$ cat src/logic/cce_pkg.sv
// Shared constants, encodings and types of the processor core execution block.
package cce_pkg;

  // ==========================================================================
  // Widths and counts
  localparam int CCE_DATA_W = 16;
  localparam int CCE_INSTR_W = 24;
  localparam int CCE_PC_W = 23;
  localparam int CCE_NUM_W = 16;
  localparam int CCE_NUM_TRAP = 8;
  localparam int CCE_NUM_IRQ = 118;
  localparam int CCE_PRIO_W = 3;
  localparam int CCE_LVL_W = 4;
  localparam int CCE_PAGE_W = 8;
  localparam int CCE_WIDX_W = 4;

  // ==========================================================================
  // Opcodes in the top four instruction bits
  localparam logic [3:0] CCE_OP_NOP = 4'h0;
  localparam logic [3:0] CCE_OP_MOVL = 4'h1;
  localparam logic [3:0] CCE_OP_ALU = 4'h2;
  localparam logic [3:0] CCE_OP_MUL = 4'h3;
  localparam logic [3:0] CCE_OP_DIV = 4'h4;
  localparam logic [3:0] CCE_OP_REPEAT = 4'h5;
  localparam logic [3:0] CCE_OP_BRA = 4'h6;
  localparam logic [3:0] CCE_OP_CALL = 4'h7;
  localparam logic [3:0] CCE_OP_RETURN = 4'h8;
  localparam logic [3:0] CCE_OP_RETFIE = 4'h9;
  localparam logic [3:0] CCE_OP_MOVD = 4'hA;
  localparam logic [3:0] CCE_OP_LDM = 4'hB;
  localparam logic [3:0] CCE_OP_STM = 4'hC;
  localparam logic [3:0] CCE_OP_PAGE = 4'hD;
  localparam logic [3:0] CCE_OP_CORE = 4'hE;

  // ALU functions in the low four bits.
  localparam logic [3:0] CCE_FN_ADD = 4'h0;
  localparam logic [3:0] CCE_FN_SUB = 4'h1;
  localparam logic [3:0] CCE_FN_AND = 4'h2;
  localparam logic [3:0] CCE_FN_IOR = 4'h3;
  localparam logic [3:0] CCE_FN_XOR = 4'h4;

  // Flag bits of multiply and divide in the low four bits.
  localparam int CCE_MUL_SA = 0;
  localparam int CCE_MUL_SB = 1;
  localparam int CCE_MUL_BYTE = 2;
  localparam int CCE_DIV_SIGNED = 0;
  localparam int CCE_DIV_LONG = 1;

  // Source addressing modes of the second operand.
  localparam logic [2:0] CCE_AM_DIR = 3'h0;
  localparam logic [2:0] CCE_AM_IND = 3'h1;
  localparam logic [2:0] CCE_AM_POSTINC = 3'h2;
  localparam logic [2:0] CCE_AM_POSTDEC = 3'h3;
  localparam logic [2:0] CCE_AM_PREINC = 3'h4;
  localparam logic [2:0] CCE_AM_PREDEC = 3'h5;
  localparam logic [2:0] CCE_AM_LIT = 3'h6;

  // ==========================================================================
  // Fixed registers, control bits and timing
  localparam logic [3:0] CCE_SP_IDX = 4'hF;
  localparam logic [3:0] CCE_QUO_IDX = 4'h0;
  localparam logic [3:0] CCE_REM_IDX = 4'h1;
  localparam int CCE_WIN_EN_BIT = 2;
  localparam int CCE_LVL3_BIT = 3;
  localparam logic [15:0] CCE_PTR_STEP = 16'h0002;
  localparam logic [4:0] CCE_DIV_START = 5'h00;
  localparam logic [4:0] CCE_DIV_ITER_LAST = 5'h10;
  localparam logic [4:0] CCE_DIV_FIX = 5'h11;
  localparam logic [4:0] CCE_DIV_LAST = 5'h12;
  localparam logic [3:0] CCE_LVL_TRAP = 4'h8;
  localparam logic [22:0] CCE_VEC_TRAP_BASE = 23'h000004;
  localparam logic [22:0] CCE_VEC_IRQ_BASE = 23'h000014;
  localparam logic [22:0] CCE_PC_RESET = 23'h000000;

  // ==========================================================================
  // Types
  typedef enum logic [1:0] {CCE_ST_RUN, CCE_ST_PUSH, CCE_ST_POP, CCE_ST_MOVD} cce_state_t;

  // Upper stacked word: repeat flag, saved level and upper return address.
  typedef struct packed {
    logic [3:0] pad;
    logic ra;
    logic [3:0] lvl;
    logic [6:0] pc_hi;
  } cce_stack_hi_t;

endpackage
$ cat src/logic/cce_core.sv
// Execution core: fetch, register array, ALU, multiplier, divider, repeat and traps.
`timescale 1ns/1ps

// What this block does
// - Works on 16-bit data and fetches 24-bit instructions with a fixed four-bit opcode field.
// - Program counter is 23 bits wide, reaching 8M instruction words.
// - Prefetch gives one cycle per instruction; flow changes, double move and divide take longer.
// - Repeat loops cost no overhead and an interrupt may break in anywhere.
// - Sixteen 16-bit working registers act as data or address.
// - The last working register is the stack pointer for calls and interrupts.
// - Upper 32 Kbytes of data space read program space at an 8-bit page.
// - One memory read, register read, memory write and fetch per cycle.
// - Inherent, relative, literal, direct and register direct or indirect addressing modes.
// - A 17x17 multiplier gives signed, unsigned, mixed 16x16 or 8x8 products.
// - Every multiply completes in one instruction cycle.
// - Non-restoring iterative divide of 32 or 16-bit by 16-bit, signed or unsigned.
// - Each divide takes 19 cycles and may be interrupted at any cycle.
// - Vectored exceptions: eight non-maskable traps and 118 interrupt sources.
// - Each interrupt source takes one of seven priority levels.
// - Divide leaves the quotient in register zero and remainder in register one.
// - The program window is active only while the enable control bit is set.
module cce_core
  import cce_pkg::*;
#(
  parameter int NUM_IRQ = CCE_NUM_IRQ,
  parameter int NUM_TRAP = CCE_NUM_TRAP
) (
  // Clock and reset.
  input wire logic i_clock,
  input wire logic i_rst_n,
  // Program memory fetch port.
  output logic [CCE_PC_W-1:0] o_prog_addr,
  input wire logic [CCE_INSTR_W-1:0] i_prog_instr,
  // Program window read port.
  output logic [CCE_PC_W-1:0] o_window_addr,
  input wire logic [CCE_DATA_W-1:0] i_window_data,
  // Data memory read and write ports.
  output logic o_dmem_rd,
  output logic [CCE_DATA_W-1:0] o_dmem_raddr,
  input wire logic [CCE_DATA_W-1:0] i_dmem_rdata,
  output logic o_dmem_wr,
  output logic [CCE_DATA_W-1:0] o_dmem_waddr,
  output logic [CCE_DATA_W-1:0] o_dmem_wdata,
  // Exception sources and acknowledge.
  input wire logic [NUM_TRAP-1:0] i_trap_req,
  input wire logic [NUM_IRQ-1:0] i_irq_req,
  input wire logic [NUM_IRQ*CCE_PRIO_W-1:0] i_irq_level,
  output logic o_irq_ack,
  output logic [7:0] o_irq_ack_id,
  // Status.
  output logic [CCE_LVL_W-1:0] o_cpu_level,
  output logic o_repeat_active,
  output logic [CCE_DATA_W-1:0] o_core_control,
  output logic [CCE_PAGE_W-1:0] o_program_window_page
);

  // ==========================================================================
  // State
  cce_state_t state_reg, state_next;
  logic [CCE_PC_W-1:0] pc_reg, ir_addr_reg, tgt_reg;
  logic [CCE_INSTR_W-1:0] ir_reg;
  logic ir_valid_reg, ra_reg, win_en_reg, rsign_reg, qneg_reg, rneg_reg;
  logic [13:0] rcount_reg;
  logic [CCE_LVL_W-1:0] cpu_level_reg;
  logic [CCE_PAGE_W-1:0] program_window_page_reg;
  logic [CCE_DATA_W-1:0] dvs_reg;
  logic [4:0] div_cnt_reg;
  cce_stack_hi_t stack_hi_reg, pop_hi;
  logic ack_reg;
  logic [7:0] ack_id_reg;
  logic [CCE_DATA_W-1:0] wreg [CCE_NUM_W];

  // ==========================================================================
  // Instruction fields and operands
  wire [3:0] op = ir_reg[23:20];
  wire [3:0] f_wd = ir_reg[19:16];
  wire [3:0] f_ws = ir_reg[15:12];
  wire [3:0] f_wt = ir_reg[11:8];
  wire [2:0] f_tm = ir_reg[7:5];
  wire f_dind = ir_reg[4];
  wire [3:0] f_fn = ir_reg[3:0];
  wire [15:0] f_lit = ir_reg[15:0];
  wire [15:0] ws_val = wreg[f_ws];
  wire [15:0] wt_val = wreg[f_wt];
  wire [15:0] wd_val = wreg[f_wd];
  wire [15:0] sp_val = wreg[CCE_SP_IDX];
  wire [3:0] wd_even = {f_wd[3:1], 1'b0};
  wire [3:0] wd_odd = {f_wd[3:1], 1'b1};

  // Register indirect modes: pre-modified address and updated pointer.
  // addressing mode decode
  wire t_pre_inc = (f_tm == CCE_AM_PREINC);
  wire t_pre_dec = (f_tm == CCE_AM_PREDEC);
  wire [15:0] t_pre = t_pre_inc ? wt_val + CCE_PTR_STEP :
                      t_pre_dec ? wt_val - CCE_PTR_STEP : wt_val;
  wire [15:0] t_post = (f_tm == CCE_AM_POSTINC) ? wt_val + CCE_PTR_STEP :
                       (f_tm == CCE_AM_POSTDEC) ? wt_val - CCE_PTR_STEP : t_pre;
  wire t_mem = (f_tm != CCE_AM_DIR) && (f_tm != CCE_AM_LIT);
  wire t_upd = t_mem && (f_tm != CCE_AM_IND);

  // Read data comes from program space when the window is enabled and hit.
  logic [15:0] rd_addr;
  wire win_hit = win_en_reg && rd_addr[15];
  wire [15:0] rd_data = win_hit ? i_window_data : i_dmem_rdata;

  // Second operand and ALU result.
  wire [15:0] alu_b = (f_tm == CCE_AM_DIR) ? wt_val :
                      (f_tm == CCE_AM_LIT) ? {12'h000, f_wt} : rd_data;
  logic [15:0] alu_res;
  always_comb begin
    case (f_fn)
      CCE_FN_ADD: alu_res = ws_val + alu_b;
      CCE_FN_SUB: alu_res = ws_val - alu_b;
      CCE_FN_AND: alu_res = ws_val & alu_b;
      CCE_FN_IOR: alu_res = ws_val | alu_b;
      CCE_FN_XOR: alu_res = ws_val ^ alu_b;
      default: alu_res = alu_b;
    endcase
  end

  // Operands widened to 17 bits so one signed multiplier serves every mode.
  // signedness and size select
  wire m_byte = f_fn[CCE_MUL_BYTE];
  wire m_sa = f_fn[CCE_MUL_SA] & (m_byte ? ws_val[7] : ws_val[15]);
  wire m_sb = f_fn[CCE_MUL_SB] & (m_byte ? wt_val[7] : wt_val[15]);
  wire [16:0] m_a = m_byte ? {{9{m_sa}}, ws_val[7:0]} : {m_sa, ws_val};
  wire [16:0] m_b = m_byte ? {{9{m_sb}}, wt_val[7:0]} : {m_sb, wt_val};
  wire signed [33:0] m_prod = $signed(m_a) * $signed(m_b);

  // Divider operands, magnitudes and one non-restoring step.
  wire d_sgn = f_fn[CCE_DIV_SIGNED];
  wire [31:0] d_dvd = f_fn[CCE_DIV_LONG] ? {wreg[{f_ws[3:1], 1'b1}], wreg[{f_ws[3:1], 1'b0}]} :
                      {{16{d_sgn & ws_val[15]}}, ws_val};
  wire d_dvd_neg = d_sgn & d_dvd[31];
  wire d_dvs_neg = d_sgn & wt_val[15];
  wire [31:0] d_dvd_mag = d_dvd_neg ? 32'h0 - d_dvd : d_dvd;
  wire [15:0] d_q = wreg[CCE_QUO_IDX];
  wire [15:0] d_r = wreg[CCE_REM_IDX];
  wire [17:0] d_sh = {rsign_reg, d_r, d_q[15]};
  wire [17:0] d_step = rsign_reg ? d_sh + {2'b00, dvs_reg} : d_sh - {2'b00, dvs_reg};
  logic [15:0] d_q_next, d_r_next;
  always_comb begin
    d_q_next = d_q;
    d_r_next = d_r;
    if (div_cnt_reg == CCE_DIV_START) begin
      d_q_next = d_dvd_mag[15:0];
      d_r_next = d_dvd_mag[31:16];
    end else if (div_cnt_reg <= CCE_DIV_ITER_LAST) begin
      d_q_next = {d_q[14:0], ~d_step[17]};
      d_r_next = d_step[15:0];
    end else if (div_cnt_reg == CCE_DIV_FIX) begin
      d_r_next = rsign_reg ? d_r + dvs_reg : d_r;
    end else begin
      d_q_next = qneg_reg ? 16'h0000 - d_q : d_q;
      d_r_next = rneg_reg ? 16'h0000 - d_r : d_r;
    end
  end

  // ==========================================================================
  // Exception selection
  // Highest priority source wins; ties go to the lowest index.
  logic [CCE_PRIO_W-1:0] ch_lvl [NUM_IRQ+1];
  logic [6:0] ch_id [NUM_IRQ+1];
  logic [2:0] tr_id [NUM_TRAP+1];
  assign ch_lvl[0] = '0;
  assign ch_id[0] = '0;
  assign tr_id[0] = '0;
  for (genvar i = 0; i < NUM_IRQ; i++) begin : g_irq
    wire [CCE_PRIO_W-1:0] lvl = i_irq_level[i*CCE_PRIO_W +: CCE_PRIO_W];
    wire win = i_irq_req[i] && (lvl > ch_lvl[i]);
    assign ch_lvl[i+1] = win ? lvl : ch_lvl[i];
    assign ch_id[i+1] = win ? 7'(i) : ch_id[i];
  end
  for (genvar k = 0; k < NUM_TRAP; k++) begin : g_trap
    assign tr_id[k+1] = i_trap_req[NUM_TRAP-1-k] ? 3'(NUM_TRAP-1-k) : tr_id[k];
  end

  // Traps ignore the level mask unless a trap is already in service.
  // vectored trap and interrupt take
  wire take_trap = (|i_trap_req) && (cpu_level_reg < CCE_LVL_TRAP);
  wire take_irq = {1'b0, ch_lvl[NUM_IRQ]} > cpu_level_reg;
  wire take = (state_reg == CCE_ST_RUN) && (take_trap || take_irq);
  wire [CCE_LVL_W-1:0] take_lvl = take_trap ? CCE_LVL_TRAP : {1'b0, ch_lvl[NUM_IRQ]};
  wire [CCE_PC_W-1:0] take_vec = take_trap ? CCE_VEC_TRAP_BASE + {19'h0, tr_id[NUM_TRAP], 1'b0} :
                                 CCE_VEC_IRQ_BASE + {15'h0, ch_id[NUM_IRQ], 1'b0};
  wire [CCE_PC_W-1:0] ret_addr = (take && ir_valid_reg) ? ir_addr_reg : pc_reg;
  assign pop_hi = cce_stack_hi_t'(rd_data);

  // ==========================================================================
  // Control decode
  logic wa_en, wb_en, rd_en, wr_en, done, jump;
  logic [3:0] wa_idx, wb_idx;
  logic [15:0] wa_dat, wb_dat, wr_addr, wr_dat;
  logic [CCE_PC_W-1:0] jump_tgt;
  always_comb begin
    state_next = state_reg;
    wa_en = 1'b0;
    wa_idx = f_wd;
    wa_dat = alu_res;
    wb_en = 1'b0;
    wb_idx = f_wt;
    wb_dat = t_post;
    rd_en = 1'b0;
    rd_addr = t_pre;
    wr_en = 1'b0;
    wr_addr = wd_val;
    wr_dat = alu_res;
    done = 1'b0;
    jump = 1'b0;
    jump_tgt = tgt_reg;
    case (state_reg)
      CCE_ST_RUN: begin
        if (take || (ir_valid_reg && op == CCE_OP_CALL)) begin
          // low return word pushed at the stack pointer
          wr_en = 1'b1;
          wr_addr = sp_val;
          wr_dat = ret_addr[15:0];
          wb_en = 1'b1;
          wb_idx = CCE_SP_IDX;
          wb_dat = sp_val + CCE_PTR_STEP;
          state_next = CCE_ST_PUSH;
        end else if (ir_valid_reg) begin
          case (op)
            CCE_OP_MOVL: begin
              wa_en = 1'b1;
              wa_dat = f_lit;
              done = 1'b1;
            end
            CCE_OP_ALU: begin
              // read, register, write in one cycle
              rd_en = t_mem;
              wb_en = t_upd;
              wr_en = f_dind;
              wa_en = !f_dind;
              done = 1'b1;
            end
            CCE_OP_MUL: begin
              wa_en = 1'b1;
              wa_idx = wd_even;
              wa_dat = m_prod[15:0];
              wb_en = 1'b1;
              wb_idx = wd_odd;
              wb_dat = m_prod[31:16];
              done = 1'b1;
            end
            CCE_OP_DIV: begin
              wa_en = 1'b1;
              wa_idx = CCE_QUO_IDX;
              wa_dat = d_q_next;
              wb_en = 1'b1;
              wb_idx = CCE_REM_IDX;
              wb_dat = d_r_next;
              done = (div_cnt_reg == CCE_DIV_LAST);
            end
            CCE_OP_BRA: begin
              jump = 1'b1;
              jump_tgt = pc_reg + {{7{f_lit[15]}}, f_lit};
            end
            CCE_OP_RETURN, CCE_OP_RETFIE: begin
              rd_en = 1'b1;
              rd_addr = sp_val - CCE_PTR_STEP;
              wb_en = 1'b1;
              wb_idx = CCE_SP_IDX;
              wb_dat = sp_val - CCE_PTR_STEP;
              state_next = CCE_ST_POP;
            end
            CCE_OP_MOVD: begin
              rd_en = 1'b1;
              rd_addr = ws_val;
              wa_en = 1'b1;
              wa_idx = wd_even;
              wa_dat = rd_data;
              state_next = CCE_ST_MOVD;
            end
            CCE_OP_LDM: begin
              rd_en = 1'b1;
              rd_addr = f_lit;
              wa_en = 1'b1;
              wa_dat = rd_data;
              done = 1'b1;
            end
            CCE_OP_STM: begin
              wr_en = 1'b1;
              wr_addr = f_lit;
              wr_dat = wd_val;
              done = 1'b1;
            end
            default: done = 1'b1;
          endcase
        end
      end
      CCE_ST_PUSH: begin
        wr_en = 1'b1;
        wr_addr = sp_val;
        wr_dat = stack_hi_reg;
        wb_en = 1'b1;
        wb_idx = CCE_SP_IDX;
        wb_dat = sp_val + CCE_PTR_STEP;
        jump = 1'b1;
        state_next = CCE_ST_RUN;
      end
      CCE_ST_POP: begin
        rd_en = 1'b1;
        rd_addr = sp_val - CCE_PTR_STEP;
        wb_en = 1'b1;
        wb_idx = CCE_SP_IDX;
        wb_dat = sp_val - CCE_PTR_STEP;
        jump = 1'b1;
        jump_tgt = {stack_hi_reg.pc_hi, rd_data};
        state_next = CCE_ST_RUN;
      end
      CCE_ST_MOVD: begin
        // second word of the double move
        rd_en = 1'b1;
        rd_addr = ws_val + CCE_PTR_STEP;
        wa_en = 1'b1;
        wa_idx = wd_odd;
        wa_dat = rd_data;
        done = 1'b1;
        state_next = CCE_ST_RUN;
      end
      default: state_next = CCE_ST_RUN;
    endcase
  end

  // Repeat holds the instruction in place while the count runs down.
  // repeat hold
  wire rep_hold = done && ra_reg && (rcount_reg != 14'h0000) && (op != CCE_OP_REPEAT);
  wire fetch = (state_reg == CCE_ST_RUN && !take && !ir_valid_reg) || (done && !rep_hold);

  // ==========================================================================
  // Working registers, one write port each side; port A wins a clash.
  // sixteen general registers
  for (genvar w = 0; w < CCE_NUM_W; w++) begin : g_wreg
    always_ff @(posedge i_clock) begin
      if (!i_rst_n) begin
        wreg[w] <= '0;
      end else if (wa_en && wa_idx == 4'(w)) begin
        wreg[w] <= wa_dat;
      end else if (wb_en && wb_idx == 4'(w)) begin
        wreg[w] <= wb_dat;
      end
    end
  end

  // Fetch, flow, repeat, level and divider state.
  always_ff @(posedge i_clock) begin
    if (!i_rst_n) begin
      state_reg <= CCE_ST_RUN;
      pc_reg <= CCE_PC_RESET;
      ir_reg <= '0;
      ir_addr_reg <= CCE_PC_RESET;
      ir_valid_reg <= 1'b0;
      tgt_reg <= CCE_PC_RESET;
      stack_hi_reg <= '0;
      ra_reg <= 1'b0;
      rcount_reg <= '0;
      cpu_level_reg <= '0;
      win_en_reg <= 1'b0;
      program_window_page_reg <= '0;
      div_cnt_reg <= CCE_DIV_START;
      dvs_reg <= '0;
      rsign_reg <= 1'b0;
      qneg_reg <= 1'b0;
      rneg_reg <= 1'b0;
      ack_reg <= 1'b0;
      ack_id_reg <= '0;
    end else begin
      state_reg <= state_next;
      ack_reg <= take;
      if (take) begin
        ack_id_reg <= take_trap ? {5'h10, tr_id[NUM_TRAP]} : {1'b0, ch_id[NUM_IRQ]};
        tgt_reg <= take_vec;
        stack_hi_reg <= '{pad: '0, ra: ra_reg, lvl: cpu_level_reg, pc_hi: ret_addr[22:16]};
        cpu_level_reg <= take_lvl;
        ra_reg <= 1'b0;
      end else if (state_reg == CCE_ST_RUN && ir_valid_reg && op == CCE_OP_CALL) begin
        tgt_reg <= {3'b000, f_wd, f_lit};
        stack_hi_reg <= '{pad: '0, ra: 1'b0, lvl: cpu_level_reg, pc_hi: pc_reg[22:16]};
      end else if (state_next == CCE_ST_POP) begin
        stack_hi_reg <= pop_hi;
      end
      if (state_reg == CCE_ST_POP && op == CCE_OP_RETFIE) begin
        cpu_level_reg <= stack_hi_reg.lvl;
        ra_reg <= stack_hi_reg.ra;
      end
      if (jump) begin
        pc_reg <= jump_tgt;
        ir_valid_reg <= 1'b0;
      end else if (fetch) begin
        ir_reg <= i_prog_instr;
        ir_addr_reg <= pc_reg;
        pc_reg <= pc_reg + 23'h000001;
        ir_valid_reg <= 1'b1;
      end
      if (rep_hold) begin
        rcount_reg <= rcount_reg - 14'h0001;
      end else if (done && op == CCE_OP_REPEAT) begin
        rcount_reg <= f_lit[13:0];
        ra_reg <= 1'b1;
      end else if (done && ra_reg) begin
        ra_reg <= 1'b0;
      end
      if (done && op == CCE_OP_PAGE) begin
        program_window_page_reg <= f_lit[CCE_PAGE_W-1:0];
      end
      if (done && op == CCE_OP_CORE) begin
        win_en_reg <= f_lit[CCE_WIN_EN_BIT];
      end
      if (state_reg == CCE_ST_RUN && !take && ir_valid_reg && op == CCE_OP_DIV) begin
        div_cnt_reg <= done ? CCE_DIV_START : div_cnt_reg + 5'h01;
        if (div_cnt_reg == CCE_DIV_START) begin
          dvs_reg <= d_dvs_neg ? 16'h0000 - wt_val : wt_val;
          qneg_reg <= d_dvd_neg ^ d_dvs_neg;
          rneg_reg <= d_dvd_neg;
          rsign_reg <= 1'b0;
        end else if (div_cnt_reg <= CCE_DIV_ITER_LAST) begin
          rsign_reg <= d_step[17];
        end
      end
    end
  end

  // ==========================================================================
  // Outputs
  assign o_prog_addr = pc_reg;
  assign o_window_addr = {1'b0, program_window_page_reg, rd_addr[14:1]};
  assign o_dmem_rd = rd_en && !win_hit;
  assign o_dmem_raddr = rd_addr;
  assign o_dmem_wr = wr_en;
  assign o_dmem_waddr = wr_addr;
  assign o_dmem_wdata = wr_dat;
  assign o_irq_ack = ack_reg;
  assign o_irq_ack_id = ack_id_reg;
  assign o_cpu_level = cpu_level_reg;
  assign o_repeat_active = ra_reg;
  assign o_core_control = (16'(win_en_reg) << CCE_WIN_EN_BIT) |
                          (16'(cpu_level_reg[3]) << CCE_LVL3_BIT);
  assign o_program_window_page = program_window_page_reg;

endmodule // cce_core

$ cat config.mk
export PLATFORM = sky130hd
export DESIGN_NAME = cce_core
export DESIGN_NICKNAME = d
export VERILOG_FILES = /design/src/logic/cce_pkg.sv /design/src/logic/cce_core.sv
export SDC_FILE = /design/constraint.sdc
export NUM_CORES = 2
export LEC_CHECK = 0
export BUFFER_PORTS_ARGS = -buffer_cell sky130_fd_sc_hd__buf_2
export CELL_PAD_IN_SITES_DETAIL_PLACEMENT = 0
export CELL_PAD_IN_SITES_GLOBAL_PLACEMENT = 2
export CORE_MARGIN = 2
export CORE_UTILIZATION = 37
export CTS_CLUSTER_DIAMETER = 120
export DETAILED_ROUTE_END_ITERATION = 12
export PLACE_DENSITY_LB_ADDON = 0.1
export REMOVE_ABC_BUFFERS = 1
export SYNTH_ARGS = -nofsm -noshare
export SYNTH_HDL_FRONTEND = slang
export SYNTH_SLANG_ARGS = --single-unit
$ cat constraint.sdc
create_clock -name i_clock -period 252.2 [get_ports i_clock]
set_input_delay 25.22 -clock i_clock [delete_from_list [all_inputs] [get_ports i_clock]]
set_output_delay 25.22 -clock i_clock [all_outputs]
set_load 0.005 [all_outputs]
==> results.md <==
* Count of input and output buffers at ~660
* Relative area change from synthesis to final layout at 12.1%
* Worst slew margin at ~2.7%
* Critical path data required time at between 200 and 250 ns
* Number of iterations in the first detailed-routing pass at 7
* Worst-Skew Late Latency at about 0.71 ns
* Final period util at 89.5%
* Die Width at 424 um
* RSZ-0062 raised after global routing: false
* Mapped Avg Cell Area at between 8 and 9 um2
* Setup-failing EPs final at 0
* Routed via count at between 60000 and 70000
* Fraction of the core area covered by cells at the end of the flow at between 40% and 50%
* Min-delay worst type: reg -> reg
* Pin count of the biggest net entering global routing at 74
* Wire length per cell after detailed routing at approximately 30 um
* CP arrival at between 200 and 250 ns
* Num Clock Sinks at roughly 440
* Clock transition at the registers of the reported paths at 0.06 ns
* CP max-delay cell: sky130_fd_sc_hd__o21ai_0
* Flip-flop count of the largest register after layout at 256
* Hold buffer count at CTS at 0
* Final non-filler cell area at 73100 um2
* Number of H-tree branching levels at 2
* Count of buffer and inverter cells on the critical path at 24
* Maximum clock rate at about 0.0044 GHz
* Number of failing hold endpoints at the final stage at 0
* Clock buffer count from CTS at 52
* Total Die Area at 180000 um2
* Worst-margin pin slew at approximately 1.5 ns
* Max stage delay on crit path at 0.75 ns
* Endpoint kind of the worst setup timing path: primary output
* Share of synthesized registers carrying an async set or reset at 0%
* Initial core utilization at between 30% and 40%
* Final wirelength at around 330000 um
* Area of placed instances at 71200 um2
* Category of cells accounting for the largest share of critical-path delay: adder cells
* Vias per Instance at around 6.3
* Share of the yosys chip area belonging to registers at approximately 17%
* Standard-cell row count at roughly 150
* Number of cells upsized or downsized after cts at 0
* DRC violations left at 0
* Register bit count reported by yosys at ~440
* Via count of the first global-routing pass at 65703
* Hpwl dp at about 250000 um
* Number of warnings printed during yosys synthesis at 0
* Crit path max fanout at 28
* Total core area at between 150000 and 200000 um2
* Antenna Violating Nets Remaining at 0
* Total setup buffers inserted after CTS at 0
* Number of enable-type register cells in the synthesized netlist at ~260
* Final min period at approximately 230 ns
* Root Buffer: sky130_fd_sc_hd__clkbuf_16
* Post-layout net count at around 9700
* Most prevalent standard cell on the critical path: sky130_fd_sc_hd__nor2_1
* Post-synthesis instance area at between 60000 and 70000 um2
* Count of unique library cells instantiated by Yosys at 122
* TritonCTS clock tree: done
* Non-Filler Instances at around 11000
* Number of buffers on the longest clock path at 3
* Total gr overflow at 0
* Cells after Synth at ~8100
* Run status: complete, no violations
* Antenna violations before repair at 91
* First-pass GRT wire length at between 400000 and 500000 um
* Main synth FF type: sky130_fd_sc_hd__edfxtp_1
* CP Launch Type: input port
* Total routing usage reported by global routing at a little over a third
* CP Class: in -> out
* Vertical extent of the die at around 420 um
* Fraction of layout instances using a drive strength above 1 at around 17%
* Sum of negative setup slack at 0 ns
* Cell count after placement at ~11000
* Final weighted congestion in routability-driven placement at approximately 1
* Max-slew violation count at 0
* Worst Clk Skew at between 0.05 and 0.06 ns
* Max-cap violation count at 0
* Count of boundary I/O pins at roughly 670
* First-iteration detailed-routing DRC count at slightly above 8000
cells in the final DEF (no fill, tap or decap), types with 111 or more instances in the layout:
| master | n |
|---|---|
| sky130_fd_sc_hd__nand2_1 | 1026 |
| sky130_fd_sc_hd__nor2_1 | 762 |
| sky130_fd_sc_hd__buf_2 | 656 |
| sky130_fd_sc_hd__inv_1 | 639 |
| sky130_fd_sc_hd__a21oi_1 | 596 |
| sky130_fd_sc_hd__o21ai_0 | 377 |
| sky130_fd_sc_hd__ha_1 | 331 |
| sky130_fd_sc_hd__o22ai_1 | 326 |
| sky130_fd_sc_hd__mux4_2 | 297 |
| sky130_fd_sc_hd__fa_1 | 286 |
| sky130_fd_sc_hd__edfxtp_1 | 256 |
| sky130_fd_sc_hd__nand3_1 | 233 |
| sky130_fd_sc_hd__buf_4 | 216 |
| sky130_fd_sc_hd__xnor2_1 | 207 |
| sky130_fd_sc_hd__dfxtp_1 | 169 |
| sky130_fd_sc_hd__and2_1 | 111 |
routing by layer:
metal  vias up  part of all wire, %  GRT usage, %
li1      30764                    -             -
met1     33779                   40          45.2
met2      3839                   44          53.7
met3       806                  9.6          7.30
met4        12                  7.0          20.9
met5         -                0.026             0
per-stage QoR:
step,setup slack [ns],hold slack [ns]
floorplan,47.11,0.436
global placement,33.38,0.441
detailed placement,28.63,0.447
CTS,28.05,0.455
global route,10.67,0.469
finish,26.51,0.453
cell usage after synthesis, types with 77 or more instances:
master | number | area (um2)
sky130_fd_sc_hd__edfxtp_1 | 256 | 7690
sky130_fd_sc_hd__nand3_1 | 235 | 1180
sky130_fd_sc_hd__dfxtp_1 | 182 | 3640
sky130_fd_sc_hd__fa_1 | 286 | 5730
sky130_fd_sc_hd__inv_1 | 639 | 2400
sky130_fd_sc_hd__ha_1 | 335 | 4190
sky130_fd_sc_hd__nor2_1 | 767 | 2880
sky130_fd_sc_hd__a31oi_1 | 110 | 688
sky130_fd_sc_hd__clkbuf_1 | 386 | 1450
sky130_fd_sc_hd__and2_1 | 113 | 707
sky130_fd_sc_hd__nand2_1 | 1028 | 3860
sky130_fd_sc_hd__o21ai_0 | 379 | 1900
sky130_fd_sc_hd__maj3_1 | 84 | 841
sky130_fd_sc_hd__mux4_2 | 297 | 6690
sky130_fd_sc_hd__xnor2_1 | 207 | 1810
sky130_fd_sc_hd__o22ai_1 | 326 | 2040
sky130_fd_sc_hd__nor3_1 | 113 | 566
sky130_fd_sc_hd__a221oi_1 | 77 | 674
sky130_fd_sc_hd__a211oi_1 | 109 | 818
sky130_fd_sc_hd__and3_1 | 93 | 582
sky130_fd_sc_hd__o21bai_1 | 78 | 586
sky130_fd_sc_hd__mux2i_1 | 85 | 851
sky130_fd_sc_hd__a21oi_1 | 596 | 2980
sky130_fd_sc_hd__a21o_1 | 77 | 578
worst register-to-register path: cells and delay by family, from the launching register on:
kind / cells / cell delay [ns]
fa+ha+maj: 7 / 3.12
mux: 2 / 0.86
xor+xnor: 1 / 0.15
simple gates: 3 / 0.40
compound gates: 27 / 5.52
flops: 1 / 0.71
buf+inv: 7 / 2.57
final cells by class:
cell class              count  area [um2]
repair buffers            872        4900
inverters                 647        2430
fillers                 18149      103000
flip-flops and latches    438       11400
clock buffers              70        1490
diodes                     60         150
clock inverters            25         265
multi-input cells        6540       49600
well taps                2340        2930
path summary, 6_finish.rpt:
path / start / to / slack (ns) / cells past startpoint
max: i_irq_req[0] / o_dmem_wdata[15] / 26.51 / 1132
min: o_irq_ack_id[1] / o_irq_ack_id[1] / 0.45 / 2
max reg2reg: register / wreg[8][15] / 238.60 / 47
min reg2reg: o_irq_ack_id[1] / o_irq_ack_id[1] / 0.45 / 2
cells by family (layout without fill, tap and decap cells):
kind of cell    count (synthesis)  in the layout  share of synthesized area (%)
xor+xnor                      278            278                           3.73
flops                         438            438                           17.4
simple gates                 2664           2664                           18.3
mux                           438            438                           12.6
fa+ha+maj                     706            706                           16.5
compound gates               2439           2439                           24.6
buf+inv                      1148           1614                           6.93
other cells                     1             75                        0.00575
Power is left out: the tool's default activity adds up to more than one toggle a clock period on the data nets, which glitch-free logic cannot reach.
